--- src/oaes_regs.svh ---
// Register selectors, field positions, reset values and widths of the status groups.
`ifndef OAES_REGS_SVH
`define OAES_REGS_SVH

`define OAES_W 16
`define OAES_SEL_W 4
`define OAES_SEL_OP_COND 4'h0
`define OAES_SEL_OP_RISE 4'h1
`define OAES_SEL_OP_FALL 4'h2
`define OAES_SEL_OP_EVT 4'h3
`define OAES_SEL_OP_MASK 4'h4
`define OAES_SEL_ARM_COND 4'h5
`define OAES_SEL_ARM_RISE 4'h6
`define OAES_SEL_ARM_FALL 4'h7
`define OAES_SEL_ARM_EVT 4'h8
`define OAES_SEL_ARM_MASK 4'h9
`define OAES_ARM_BIT 1
`define OAES_WAIT_ARM_BIT 6
`define OAES_RISE_RST 16'hffff
`define OAES_FALL_RST 16'h0000
`define OAES_MASK_RST 16'h0000
`define OAES_EVT_RST 16'h0000

`endif

--- src/oaes_pkg.sv ---
// Types shared by the operation and arm status groups.
`default_nettype none
package oaes_pkg;
	typedef logic [15:0] oaes_word_t;
	typedef enum logic [3:0] {
		OAES_IDLE = 4'h1,
		OAES_WRITE = 4'h2,
		OAES_READ = 4'h4,
		OAES_CLEAR = 4'h8
	} oaes_cmd_e;
endpackage : oaes_pkg
`default_nettype wire

--- src/oaes_edge_latch.sv ---
// One transition-filtered sticky event register with its masked summary.
`timescale 1ns/1ns
`default_nettype none
`include "oaes_regs.svh"

module oaes_edge_latch #(
	parameter int W = `OAES_W
) (
	// Clock and reset
	input wire logic mclk_in,
	input wire logic rst_in,
	// Condition and filters
	input wire logic [W-1:0] cond_in,
	input wire logic [W-1:0] pos_in,
	input wire logic [W-1:0] neg_in,
	input wire logic [W-1:0] mask_in,
	// Clearing
	input wire logic clear_in,
	// Results
	output logic [W-1:0] event_out,
	output logic summary_out
);
	logic [W-1:0] cond_ff;
	logic [W-1:0] event_ff;
	logic [W-1:0] nxt_cond;
	logic [W-1:0] nxt_event;
	logic [W-1:0] hit;

	genvar i;
	generate
		for (i = 0; i < W; i++) begin : g_bit
			assign hit[i] = (cond_in[i] & ~cond_ff[i] & pos_in[i]) |
				(~cond_in[i] & cond_ff[i] & neg_in[i]);
		end
	endgenerate

	always_comb begin
		nxt_cond = cond_in;
		nxt_event = (clear_in ? W'(`OAES_EVT_RST) : event_ff) | hit;
	end

	always_ff @(posedge mclk_in) begin
		if (rst_in) begin
			cond_ff <= '0;
			event_ff <= `OAES_EVT_RST;
		end else begin
			cond_ff <= nxt_cond;
			event_ff <= nxt_event;
		end
	end

	assign event_out = event_ff;
	assign summary_out = |(event_ff & mask_in);
endmodule : oaes_edge_latch

`default_nettype wire

--- src/oaes_status.sv ---
// Operation and arm event status groups with their command port.
//
// Behaviour
// - Every status register is sixteen bits.
// - Filter queries leave operation filters unchanged.
// - Operation filters preset to all ones, zeros.
// - Operation event latches on filtered condition edges.
// - Operation events stick until read, clear, reset.
// - Operation summary ORs masked event bits.
// - Mask zero blocks, mask one passes event.
// - Operation mask reads harmless, preset clears it.
// - Arm condition B1 follows sequence summary input.
// - Arm filters act on bit B1 only.
// - Arm B1 sets on selected edge.
// - Arm filters preset to all ones, zeros.
// - Arm events stick; read, clear, reset clear.
// - Arm summary drives waiting-for-arm condition.
// - Arm mask B1 gates waiting-for-arm.
// - Arm mask clears only by reset, write.
// - Waiting-for-arm sits at operation condition B6.
`timescale 1ns/1ns
`default_nettype none
`include "oaes_regs.svh"

module oaes_status (
	// Clock and reset
	input wire logic mclk_in,
	input wire logic rst_in,
	// Command port
	input wire logic [3:0] cmd_in,
	input wire logic [`OAES_SEL_W-1:0] sel_in,
	input wire logic [15:0] wdata_in,
	input wire logic preset_in,
	// Condition sources
	input wire logic [15:0] op_cond_in,
	input wire logic seq_summary_in,
	// Results
	output logic [15:0] rdata_out,
	output logic rvalid_out,
	output logic operation_summary_bit_out,
	output logic [15:0] op_cond_out
);
	oaes_pkg::oaes_word_t op_rise_ff;
	oaes_pkg::oaes_word_t op_fall_ff;
	oaes_pkg::oaes_word_t op_mask_ff;
	oaes_pkg::oaes_word_t nxt_op_rise;
	oaes_pkg::oaes_word_t nxt_op_fall;
	oaes_pkg::oaes_word_t nxt_op_mask;
	oaes_pkg::oaes_word_t arm_rise_ff;
	oaes_pkg::oaes_word_t arm_fall_ff;
	oaes_pkg::oaes_word_t arm_mask_ff;
	oaes_pkg::oaes_word_t nxt_arm_rise;
	oaes_pkg::oaes_word_t nxt_arm_fall;
	oaes_pkg::oaes_word_t nxt_arm_mask;
	oaes_pkg::oaes_word_t rdata_ff;
	oaes_pkg::oaes_word_t nxt_rdata;
	logic rvalid_ff;
	logic nxt_rvalid;
	oaes_pkg::oaes_word_t op_event;
	oaes_pkg::oaes_word_t arm_event;
	oaes_pkg::oaes_word_t arm_cond;
	oaes_pkg::oaes_word_t op_cond_full;
	oaes_pkg::oaes_word_t arm_rise_eff;
	oaes_pkg::oaes_word_t arm_fall_eff;
	logic arm_summary;
	logic op_summary;
	oaes_pkg::oaes_cmd_e cmd_kind;
	logic wr;
	logic rd;
	logic clr;
	logic op_evt_clr;
	logic arm_evt_clr;

	function automatic logic sel_is(input logic [3:0] s, input logic [3:0] want);
		sel_is = (s == want);
	endfunction : sel_is

	// ------------------------------------------------------------
	// Command decode
	// ------------------------------------------------------------
	always_comb begin
		case (cmd_in)
			oaes_pkg::OAES_WRITE: cmd_kind = oaes_pkg::OAES_WRITE;
			oaes_pkg::OAES_READ: cmd_kind = oaes_pkg::OAES_READ;
			oaes_pkg::OAES_CLEAR: cmd_kind = oaes_pkg::OAES_CLEAR;
			default: cmd_kind = oaes_pkg::OAES_IDLE;
		endcase
	end

	assign wr = (cmd_kind == oaes_pkg::OAES_WRITE);
	assign rd = (cmd_kind == oaes_pkg::OAES_READ);
	assign clr = (cmd_kind == oaes_pkg::OAES_CLEAR);

	// ------------------------------------------------------------
	// Condition words
	// ------------------------------------------------------------
	// Arm condition B1 tracking.
	always_comb begin
		arm_cond = '0;
		arm_cond[`OAES_ARM_BIT] = seq_summary_in;
	end

	always_comb begin
		op_cond_full = op_cond_in;
		op_cond_full[`OAES_WAIT_ARM_BIT] = arm_summary;
	end

	always_comb begin
		arm_rise_eff = '0;
		arm_fall_eff = '0;
		arm_rise_eff[`OAES_ARM_BIT] = arm_rise_ff[`OAES_ARM_BIT];
		arm_fall_eff[`OAES_ARM_BIT] = arm_fall_ff[`OAES_ARM_BIT];
	end

	// ------------------------------------------------------------
	// Operation transition filters
	// ------------------------------------------------------------
	always_comb begin
		nxt_op_rise = op_rise_ff;
		nxt_op_fall = op_fall_ff;
		if (wr && sel_is(sel_in, `OAES_SEL_OP_RISE)) begin
			nxt_op_rise = wdata_in;
		end
		if (wr && sel_is(sel_in, `OAES_SEL_OP_FALL)) begin
			nxt_op_fall = wdata_in;
		end
		if (preset_in) begin
			nxt_op_rise = `OAES_RISE_RST;
			nxt_op_fall = `OAES_FALL_RST;
		end
	end

	always_ff @(posedge mclk_in) begin
		if (rst_in) begin
			op_rise_ff <= `OAES_RISE_RST;
			op_fall_ff <= `OAES_FALL_RST;
		end else begin
			op_rise_ff <= nxt_op_rise;
			op_fall_ff <= nxt_op_fall;
		end
	end

	// ------------------------------------------------------------
	// Operation enable mask
	// ------------------------------------------------------------
	always_comb begin
		nxt_op_mask = op_mask_ff;
		if (wr && sel_is(sel_in, `OAES_SEL_OP_MASK)) begin
			nxt_op_mask = wdata_in;
		end
		if (preset_in) begin
			nxt_op_mask = `OAES_MASK_RST;
		end
	end

	always_ff @(posedge mclk_in) begin
		if (rst_in) begin
			op_mask_ff <= `OAES_MASK_RST;
		end else begin
			op_mask_ff <= nxt_op_mask;
		end
	end

	// ------------------------------------------------------------
	// Arm transition filters
	// ------------------------------------------------------------
	always_comb begin
		nxt_arm_rise = arm_rise_ff;
		nxt_arm_fall = arm_fall_ff;
		if (wr && sel_is(sel_in, `OAES_SEL_ARM_RISE)) begin
			nxt_arm_rise = wdata_in;
		end
		if (wr && sel_is(sel_in, `OAES_SEL_ARM_FALL)) begin
			nxt_arm_fall = wdata_in;
		end
		if (preset_in) begin
			nxt_arm_rise = `OAES_RISE_RST;
			nxt_arm_fall = `OAES_FALL_RST;
		end
	end

	always_ff @(posedge mclk_in) begin
		if (rst_in) begin
			arm_rise_ff <= `OAES_RISE_RST;
			arm_fall_ff <= `OAES_FALL_RST;
		end else begin
			arm_rise_ff <= nxt_arm_rise;
			arm_fall_ff <= nxt_arm_fall;
		end
	end

	// ------------------------------------------------------------
	// Arm enable mask
	// ------------------------------------------------------------
	always_comb begin
		nxt_arm_mask = arm_mask_ff;
		// Arm mask changes by write only.
		if (wr && sel_is(sel_in, `OAES_SEL_ARM_MASK)) begin
			nxt_arm_mask = wdata_in;
		end
	end

	always_ff @(posedge mclk_in) begin
		if (rst_in) begin
			arm_mask_ff <= `OAES_MASK_RST;
		end else begin
			arm_mask_ff <= nxt_arm_mask;
		end
	end

	// ------------------------------------------------------------
	// Event groups
	// ------------------------------------------------------------
	// Read or clear-status empties.
	assign op_evt_clr = clr | (rd & sel_is(sel_in, `OAES_SEL_OP_EVT));
	assign arm_evt_clr = clr | (rd & sel_is(sel_in, `OAES_SEL_ARM_EVT));

	oaes_edge_latch #(.W(16)) u_arm (
		.mclk_in(mclk_in),
		.rst_in(rst_in),
		.cond_in(arm_cond),
		.pos_in(arm_rise_eff),
		.neg_in(arm_fall_eff),
		.mask_in(arm_mask_ff),
		.clear_in(arm_evt_clr),
		.event_out(arm_event),
		.summary_out(arm_summary)
	);

	oaes_edge_latch #(.W(16)) u_op (
		.mclk_in(mclk_in),
		.rst_in(rst_in),
		.cond_in(op_cond_full),
		.pos_in(op_rise_ff),
		.neg_in(op_fall_ff),
		.mask_in(op_mask_ff),
		.clear_in(op_evt_clr),
		.event_out(op_event),
		.summary_out(op_summary)
	);

	// ------------------------------------------------------------
	// Summary outputs
	// ------------------------------------------------------------
	// Operation summary output.
	assign operation_summary_bit_out = op_summary;
	assign op_cond_out = op_cond_full;

	// ------------------------------------------------------------
	// Read path
	// ------------------------------------------------------------
	always_comb begin
		nxt_rvalid = rd;
		nxt_rdata = rdata_ff;
		if (rd) begin
			case (sel_in)
				`OAES_SEL_OP_COND: nxt_rdata = op_cond_full;
				`OAES_SEL_OP_RISE: nxt_rdata = op_rise_ff;
				`OAES_SEL_OP_FALL: nxt_rdata = op_fall_ff;
				`OAES_SEL_OP_EVT: nxt_rdata = op_event;
				`OAES_SEL_OP_MASK: nxt_rdata = op_mask_ff;
				`OAES_SEL_ARM_COND: nxt_rdata = arm_cond;
				`OAES_SEL_ARM_RISE: nxt_rdata = arm_rise_ff;
				`OAES_SEL_ARM_FALL: nxt_rdata = arm_fall_ff;
				`OAES_SEL_ARM_EVT: nxt_rdata = arm_event;
				`OAES_SEL_ARM_MASK: nxt_rdata = arm_mask_ff;
				default: nxt_rdata = '0;
			endcase
		end
	end

	always_ff @(posedge mclk_in) begin
		if (rst_in) begin
			rdata_ff <= '0;
			rvalid_ff <= 1'b0;
		end else begin
			rdata_ff <= nxt_rdata;
			rvalid_ff <= nxt_rvalid;
		end
	end

	// ------------------------------------------------------------
	// Output ports
	// ------------------------------------------------------------
	assign rdata_out = rdata_ff;
	assign rvalid_out = rvalid_ff;
endmodule : oaes_status

`default_nettype wire

--- config.mk ---
export PLATFORM = sky130hd
export DESIGN_NAME = oaes_status
export DESIGN_NICKNAME = d
export VERILOG_FILES = /design/src/oaes_pkg.sv /design/src/oaes_edge_latch.sv /design/src/oaes_status.sv
export VERILOG_INCLUDE_DIRS = /design/src /design/src/src
export SDC_FILE = /design/constraint.sdc
export NUM_CORES = 1
export LEC_CHECK = 0
export BUFFER_PORTS_ARGS = -buffer_cell sky130_fd_sc_hd__buf_2
export CORE_MARGIN = 4
export CORE_UTILIZATION = 35
export CTS_CLUSTER_DIAMETER = 200
export DETAILED_ROUTE_END_ITERATION = 10
export MAX_ROUTING_LAYER = met4
export RECOVER_POWER = 25
export SLEW_MARGIN = 40
export SYNTH_ARGS = -nofsm -noshare
export SYNTH_HDL_FRONTEND = slang
export SYNTH_SLANG_ARGS = --single-unit
export TNS_END_PERCENT = 100
--- constraint.sdc ---
create_clock -name mclk_in -period 4.8 [get_ports mclk_in]
set_input_delay 0.48 -clock mclk_in [delete_from_list [all_inputs] [get_ports mclk_in]]
set_output_delay 0.48 -clock mclk_in [all_outputs]
set_load 0.005 [all_outputs]
==> out/metrics.cfg, run 1 <==
[synth]
synth_area_um2=6670
yosysWarningCount=0
synth_area_leaders=dfxtp_1 (44%), nand2_1 (7.6%), mux2i_1 (6.6%), nand3_1 (5.4%), a21oi_1 (4.6%)
synth_seq_area_share_pct=44.1
synth_common_cells=dfxtp_1 (147), nand2_1 (136), nand3_1 (72), nor2_1 (65), a21oi_1 (62)
synth_edf_count=0
ys_async_sr_fraction_pct=0
synth-seq-cells=147
yosysTopAreaCellShare_pct=44.1
postSynthCellCount=791
avgSynthCellArea_um2=8.44
yosys.cell_count.top_type=dfxtp_1
yosys.area.top_type=dfxtp_1
synthesis.nets=835
synth_top_flop_cell=dfxtp_1
ys_types=49

[placement]
dp.cells=1048
io_buffer_count=76
gp_congestion=0.854
dp_hpwl_um=15100
place_area_um2=7120

[setup_path]
worst_ep_arrival_time_ps=2860
crit_top_cell=clkbuf_1
critPathTopFamily=buffers and inverters
crit_fanout=35
cp.required_ps=5050
max_stage_delay_ps=1360
crit_buf_inv=2
path_cells=clkbuf_1, clkbuf_1, nor2_1
crit_type=input port to flip-flop
cp_slowest_cell=clkbuf_1
endpoint_kind=flip-flop
critPathLaunchType=input port

[timing]
fmax_ghz=0.384
fin_skew_ps=8.81
finalHoldViolCount=0
grt_setup_unrepaired=no
totalNegativeSetupSlack_ps=0
tightest_slew_ps=1800
relSlewSlack_pct=-20.2
maxSlewViolCount=36
setup_viol=0
period_needed_ps=2600
period_share_pct=54.3

[route]
wire_per_inst_um=21.3
antenna_left=0
vias=6169
drt_wl_total_um=23100
first_iter_violations=734
drtPass1Iterations=9
drc=1
viasPerCell=5.71

[floorplan]
fp.coreArea_um2=18700
die_width_um=146
rows=50
die_h_um=146
die_area_um2=21300
start_util_pct=35.7
design.portCount=78

[global_routing]
grt_pass1_vias=5829
track_usage_pct=22.2
antenna_found_initial=0
grt_pass1_wl_um=35600
grt_overflow_total=0
grt_max_degree=49

[power]
pwr-share-seq_pct=44.2
ir_drop_uv=185
powerDensity_nw_per_um2=370
clkPwrFrac_pct=47.8
net-switching-power_uw=708
cellInternalPower_mw=2.14
leakage_nw=3.22
combPwrFrac_pct=8.0
swShare_pct=24.8

[clocking]
cts_buffers=17
clk_latency_ps=440
path_clk_slew_ps=60
numClockSinks=147
cts_setup_buffers=0
cts_tree=built
cts.path.max_buffers=2
htree_levels=4
cts_hold_buf=0
cts_root_buffer=clkbuf_16
postCtsResizedCells=0

[layout]
drive_gt1_share_pct=16.0
finish.instance_area_um2=7710
finalNetCount=878
nFillCells=1881
layoutNonFillerInstCount=1081
multi_input_area_um2=3360
area_growth_pct=15.5
final-seq-area_um2=2940
fin_util_pct=41.2

[flow_run]
max_cap_violations=1

[outcome]
status=finished with violations
violations=design-rule violations, max-capacitance violations, max-slew violations

[worst_hold_path]
hold_path_class=input port to flip-flop

[routing by layer]
metal	global-route usage [%]	wire length (um)
met5	-	0
met4	8.65	779
met3	6.80	2070
met2	33.0	10200
met1	28.5	9950
[metrics by stage]
step	power (mW)	setup WS (ps)	hold WS [ps]
CTS	2.86	2430	299
finish	2.85	2200	310
global placement	1.51	1980	423
floorplan	1.41	2950	432
global route	2.94	1970	324
detailed placement	1.51	1960	430
[cell type report]
class | instances | area share, %
diodes | 1 | 0.0325
clock buffers | 18 | 5.70
clock inverters | 13 | 2.08
inverters | 3 | 0.146
multi-input cells | 570 | 43.6
flip-flops and latches | 147 | 38.2
well taps | 234 | 3.80
repair buffers | 95 | 6.46
[power by group through the flow]
stage               Combinational, mW  Sequential (mW)  Clock (mW)
finish                          0.228             1.26        1.36
global placement                0.224             1.29           0
global route                    0.245             1.26        1.43
CTS                             0.227             1.26        1.38
detailed placement              0.226             1.29           0
floorplan                       0.136             1.28           0
[cells in the final DEF, fill, tap and decap left out, types with 18 or more instances in the layout]
master / count
nor2b_1: 23
nand3_1: 72
clkbuf_1: 21
nand2_1: 136
o21ai_0: 23
mux2i_1: 44
buf_2: 56
dfxtp_1: 147
a21oi_1: 62
nor2_1: 63
nand3b_1: 18
[final timing paths]
path / cells after the start / slack, ps / start / endpoint
hold reg to reg: 2 / 440 / rdata_out[2]$_SDFFE_PP0N_ / rdata_out[2]$_SDFFE_PP0N_
hold / removal: 2 / 310 / seq_summary_in / u_arm.cond_ff[1]$_SDFF_PP0_
setup / recovery: 3 / 2200 / rst_in / arm_mask_ff[11]$_SDFFE_PP0P_
setup reg to reg: 4 / 3250 / u_op.event_out[3]$_SDFF_PP0_ / rdata_out[3]$_SDFFE_PP0N_
[logic make-up (layout without fill, tap and decap cells)]
family | after synthesis | count (layout) | synth area share [%]
compound gates | 158 | 158 | 15.1
buf+inv | 74 | 129 | 5.92
flops | 147 | 147 | 44.1
mux | 60 | 60 | 9.80
other cells | 0 | 1 | 0
simple gates | 352 | 352 | 25.0
[sequential cells by signal, summed over array words and instances (netlist names)]
name,count
u_arm.cond_ff,1
u_op.event_out,16
op_fall_ff,16
rdata_out,16
arm_rise_ff,16
u_op.cond_ff,16
arm_fall_ff,16
u_arm.event_out,1
op_rise_ff,16
rvalid_out,1
op_mask_ff,16
arm_mask_ff,16
No activity file was read; power rests on OpenSTA's default activity.
==> inputs of run 2 (changes only) <==
--- a/config.mk
+++ b/config.mk
@@ -6,6 +6,7 @@
 export SDC_FILE = /design/constraint.sdc
 export NUM_CORES = 1
 export LEC_CHECK = 0
+export ABC_AREA = 1
 export BUFFER_PORTS_ARGS = -buffer_cell sky130_fd_sc_hd__buf_2
 export CORE_MARGIN = 4
 export CORE_UTILIZATION = 35
==> constraint.sdc (replaced) <==
create_clock -name mclk_in -period 2.65 [get_ports mclk_in]
set_input_delay 0.265 -clock mclk_in [delete_from_list [all_inputs] [get_ports mclk_in]]
set_output_delay 0.265 -clock mclk_in [all_outputs]
set_load 0.005 [all_outputs]
==> out/metrics.cfg, run 2 <==
[clocking]
clk_latency_ps=430  ; about the same
path_clk_slew_ps=60  ; about the same
cts.path.max_buffers=2  ; unchanged
postCtsResizedCells=0  ; unchanged
cts_tree=built
cts_hold_buf=0  ; unchanged
cts_root_buffer=clkbuf_16
htree_levels=4  ; unchanged
cts_setup_buffers=0  ; unchanged
cts_buffers=17  ; unchanged
numClockSinks=147  ; unchanged

[synth]
avgSynthCellArea_um2=6.97  ; -17%
synth-seq-cells=147  ; unchanged
yosys.cell_count.top_type=nand2_1
yosysTopAreaCellShare_pct=44.9  ; +0.76 points
synth_area_um2=6560  ; -1.7%
synth_top_flop_cell=dfxtp_1
postSynthCellCount=942  ; +19%
ys_types=28  ; -43%
ys_async_sr_fraction_pct=0  ; unchanged
synth_area_leaders=dfxtp_1 (45%), nand2_1 (15%), nor2_1 (9.2%), nand3_1 (6.2%), o21ai_0 (4.9%)
synth_seq_area_share_pct=44.9  ; +0.76 points
synth_edf_count=0  ; unchanged
synth_common_cells=nand2_1 (266), nor2_1 (161), dfxtp_1 (147), nand3_1 (81), o21ai_0 (64)
synthesis.nets=986  ; +18%
yosys.area.top_type=dfxtp_1
yosysWarningCount=0  ; unchanged

[placement]
gp_congestion=0.845  ; -1.1%
io_buffer_count=76  ; unchanged
place_area_um2=7050  ; -0.98%
pre_cts_ws_ps=590  ; -1370 ps
dp_hpwl_um=13100  ; -13%
dp.cells=1205  ; +15%

[floorplan]
fp.coreArea_um2=18200  ; -2.7%
start_util_pct=36.0  ; +0.35 points
die_h_um=145  ; -0.80%
die_width_um=145  ; -0.80%
rows=49  ; -2.0%
design.portCount=78  ; unchanged
die_area_um2=21000  ; -1.6%

[setup_path]
cp.required_ps=2380  ; -2670 ps
critPathLaunchType=flip-flop
endpoint_kind=primary output
rrSetupSlack_ps=1370  ; -1880 ps
crit_fanout=3  ; -91%
worst_ep_arrival_time_ps=1670  ; -1190 ps
crit_type=flip-flop to primary output

[layout]
layoutNonFillerInstCount=1236  ; +14%
finalNetCount=1039  ; +18%
finish.instance_area_um2=7580  ; -1.6%
layout.cells.most_common=nand2_1
multi_input_area_um2=3090  ; -8.2%
drive_gt1_share_pct=14.4  ; -1.6 points
nFillCells=1935  ; +2.9%
area_growth_pct=15.6  ; about the same
final_cell_mix=nand2_1 (266), nor2_1 (160), dfxtp_1 (147)
final-seq-area_um2=2940  ; unchanged
n_antenna_cell=0  ; -1

[power]
cellInternalPower_mw=3.73  ; +74%
combPwrFrac_pct=6.4  ; -1.6 points
powerDensity_nw_per_um2=647  ; +75%
p_total_mw=4.90  ; +72%
net-switching-power_mw=1.18  ; +66%
clkPwrFrac_pct=47.1  ; -0.7 points
leakage_nw=3.39  ; +5.0%
ir_drop_uv=391  ; +110%
pwr-share-seq_pct=46.4  ; +2.2 points
swShare_pct=24.0  ; -0.87 points

[flow_run]
max_cap_violations=1  ; unchanged

[timing]
fmax_ghz=0.517
totalNegativeSetupSlack_ps=0  ; unchanged
finalHoldViolCount=0  ; unchanged
setup_slack_ps=717  ; -1480 ps
grt_setup_unrepaired=no
fin_skew_ps=4.81  ; -4.00 ps
relSlewSlack_pct=-7.89  ; +12 points
tightest_slew_ps=1620  ; -185 ps
period_needed_ps=1930
period_share_pct=73.0
maxSlewViolCount=68  ; +89%
setup_viol=0  ; unchanged

[route]
viasPerCell=5.02  ; -12%
vias=6204  ; +0.57%
drtPass1Iterations=5  ; -4
antenna_left=0  ; unchanged
wire_per_inst_um=16.6  ; -22%
drt_wl_total_um=20500  ; -11%
first_iter_violations=499  ; -32%
drc=0  ; -1

[global_routing]
grt_overflow_total=0  ; unchanged
antenna_found_initial=0  ; unchanged
grt_pass1_wl_um=32600  ; -8.3%
track_usage_pct=20.3  ; -2.0 points
grt_max_degree=81  ; +65%
grt_pass1_vias=5707  ; -2.1%

[outcome]
violations=max-capacitance violations, max-slew violations
status=finished with violations

[worst_hold_path]
hold_path_class=input port to flip-flop

run 2: critical path: stages (launching register included):
cell and delay [ps]:
dfxtp_1 330, nand2_1 90, nand4_1 140, nor3_1 330, nand3_1 180, buf_2 170
run 2: kinds of logic after synthesis:
family,synth area share [%]
AO/OA/AOI/OAI,13.3
buffers and inverters,8.33
flip-flops,44.9
AND/OR/NAND/NOR,33.5
run 2: final cells by class:
cell class	instances	share of cell area (%)
Tap cell	229	3.78
Timing Repair Buffer	92	6.43
Multi-Input combinational cell	678	40.7
Clock buffer	19	5.84
Inverter	59	2.92
Clock inverter	12	1.52
Sequential cell	147	38.8
run 2: final timing paths:
check                                start                           end  cells after the start
max             op_mask_ff[1]$_SDFFE_PP0P_     operation_summary_bit_out                      5
min                          op_cond_in[0]    u_op.cond_ff[0]$_SDFF_PP0_                      3
max reg2reg  u_arm.event_out[1]$_SDFF_PP0_     rdata_out[6]$_SDFFE_PP0N_                      8
min reg2reg   arm_rise_ff[12]$_SDFFE_PP1P_  arm_rise_ff[12]$_SDFFE_PP1P_                      2
run 2: stage by stage:
step / hold slack (ps) / util, %
after floorplan: 391 / -
after detailed placement: 443 / 38.7
final: 94.2 / 41.6
after CTS: 88.2 / 41.8
after global placement: 438 / 38.7
after global routing: 109 / 41.6
run 2: per-layer routing:
| layer | vias to the layer above | part of all wire (%) | track usage (%) |
|---|---|---|---|
| met3 | 32 | 6.8 | 3.77 |
| met4 | 0 | 2.0 | 6.60 |
| li1 | 3128 | - | - |
| met2 | 197 | 43 | 29.0 |
| met5 | - | 0 | - |
| met1 | 2847 | 49 | 28.9 |
run 2: power by group through the flow:
stage          clock (mW)  sequential, mW  combinational, mW
2_1_floorplan           0            2.31              0.185
3_3_place_gp            0            2.32              0.314
3_5_place_dp            0            2.32              0.318
4_1_cts              2.35            2.28              0.318
5_1_grt              2.44            2.28              0.351
6_report             2.31            2.28              0.316
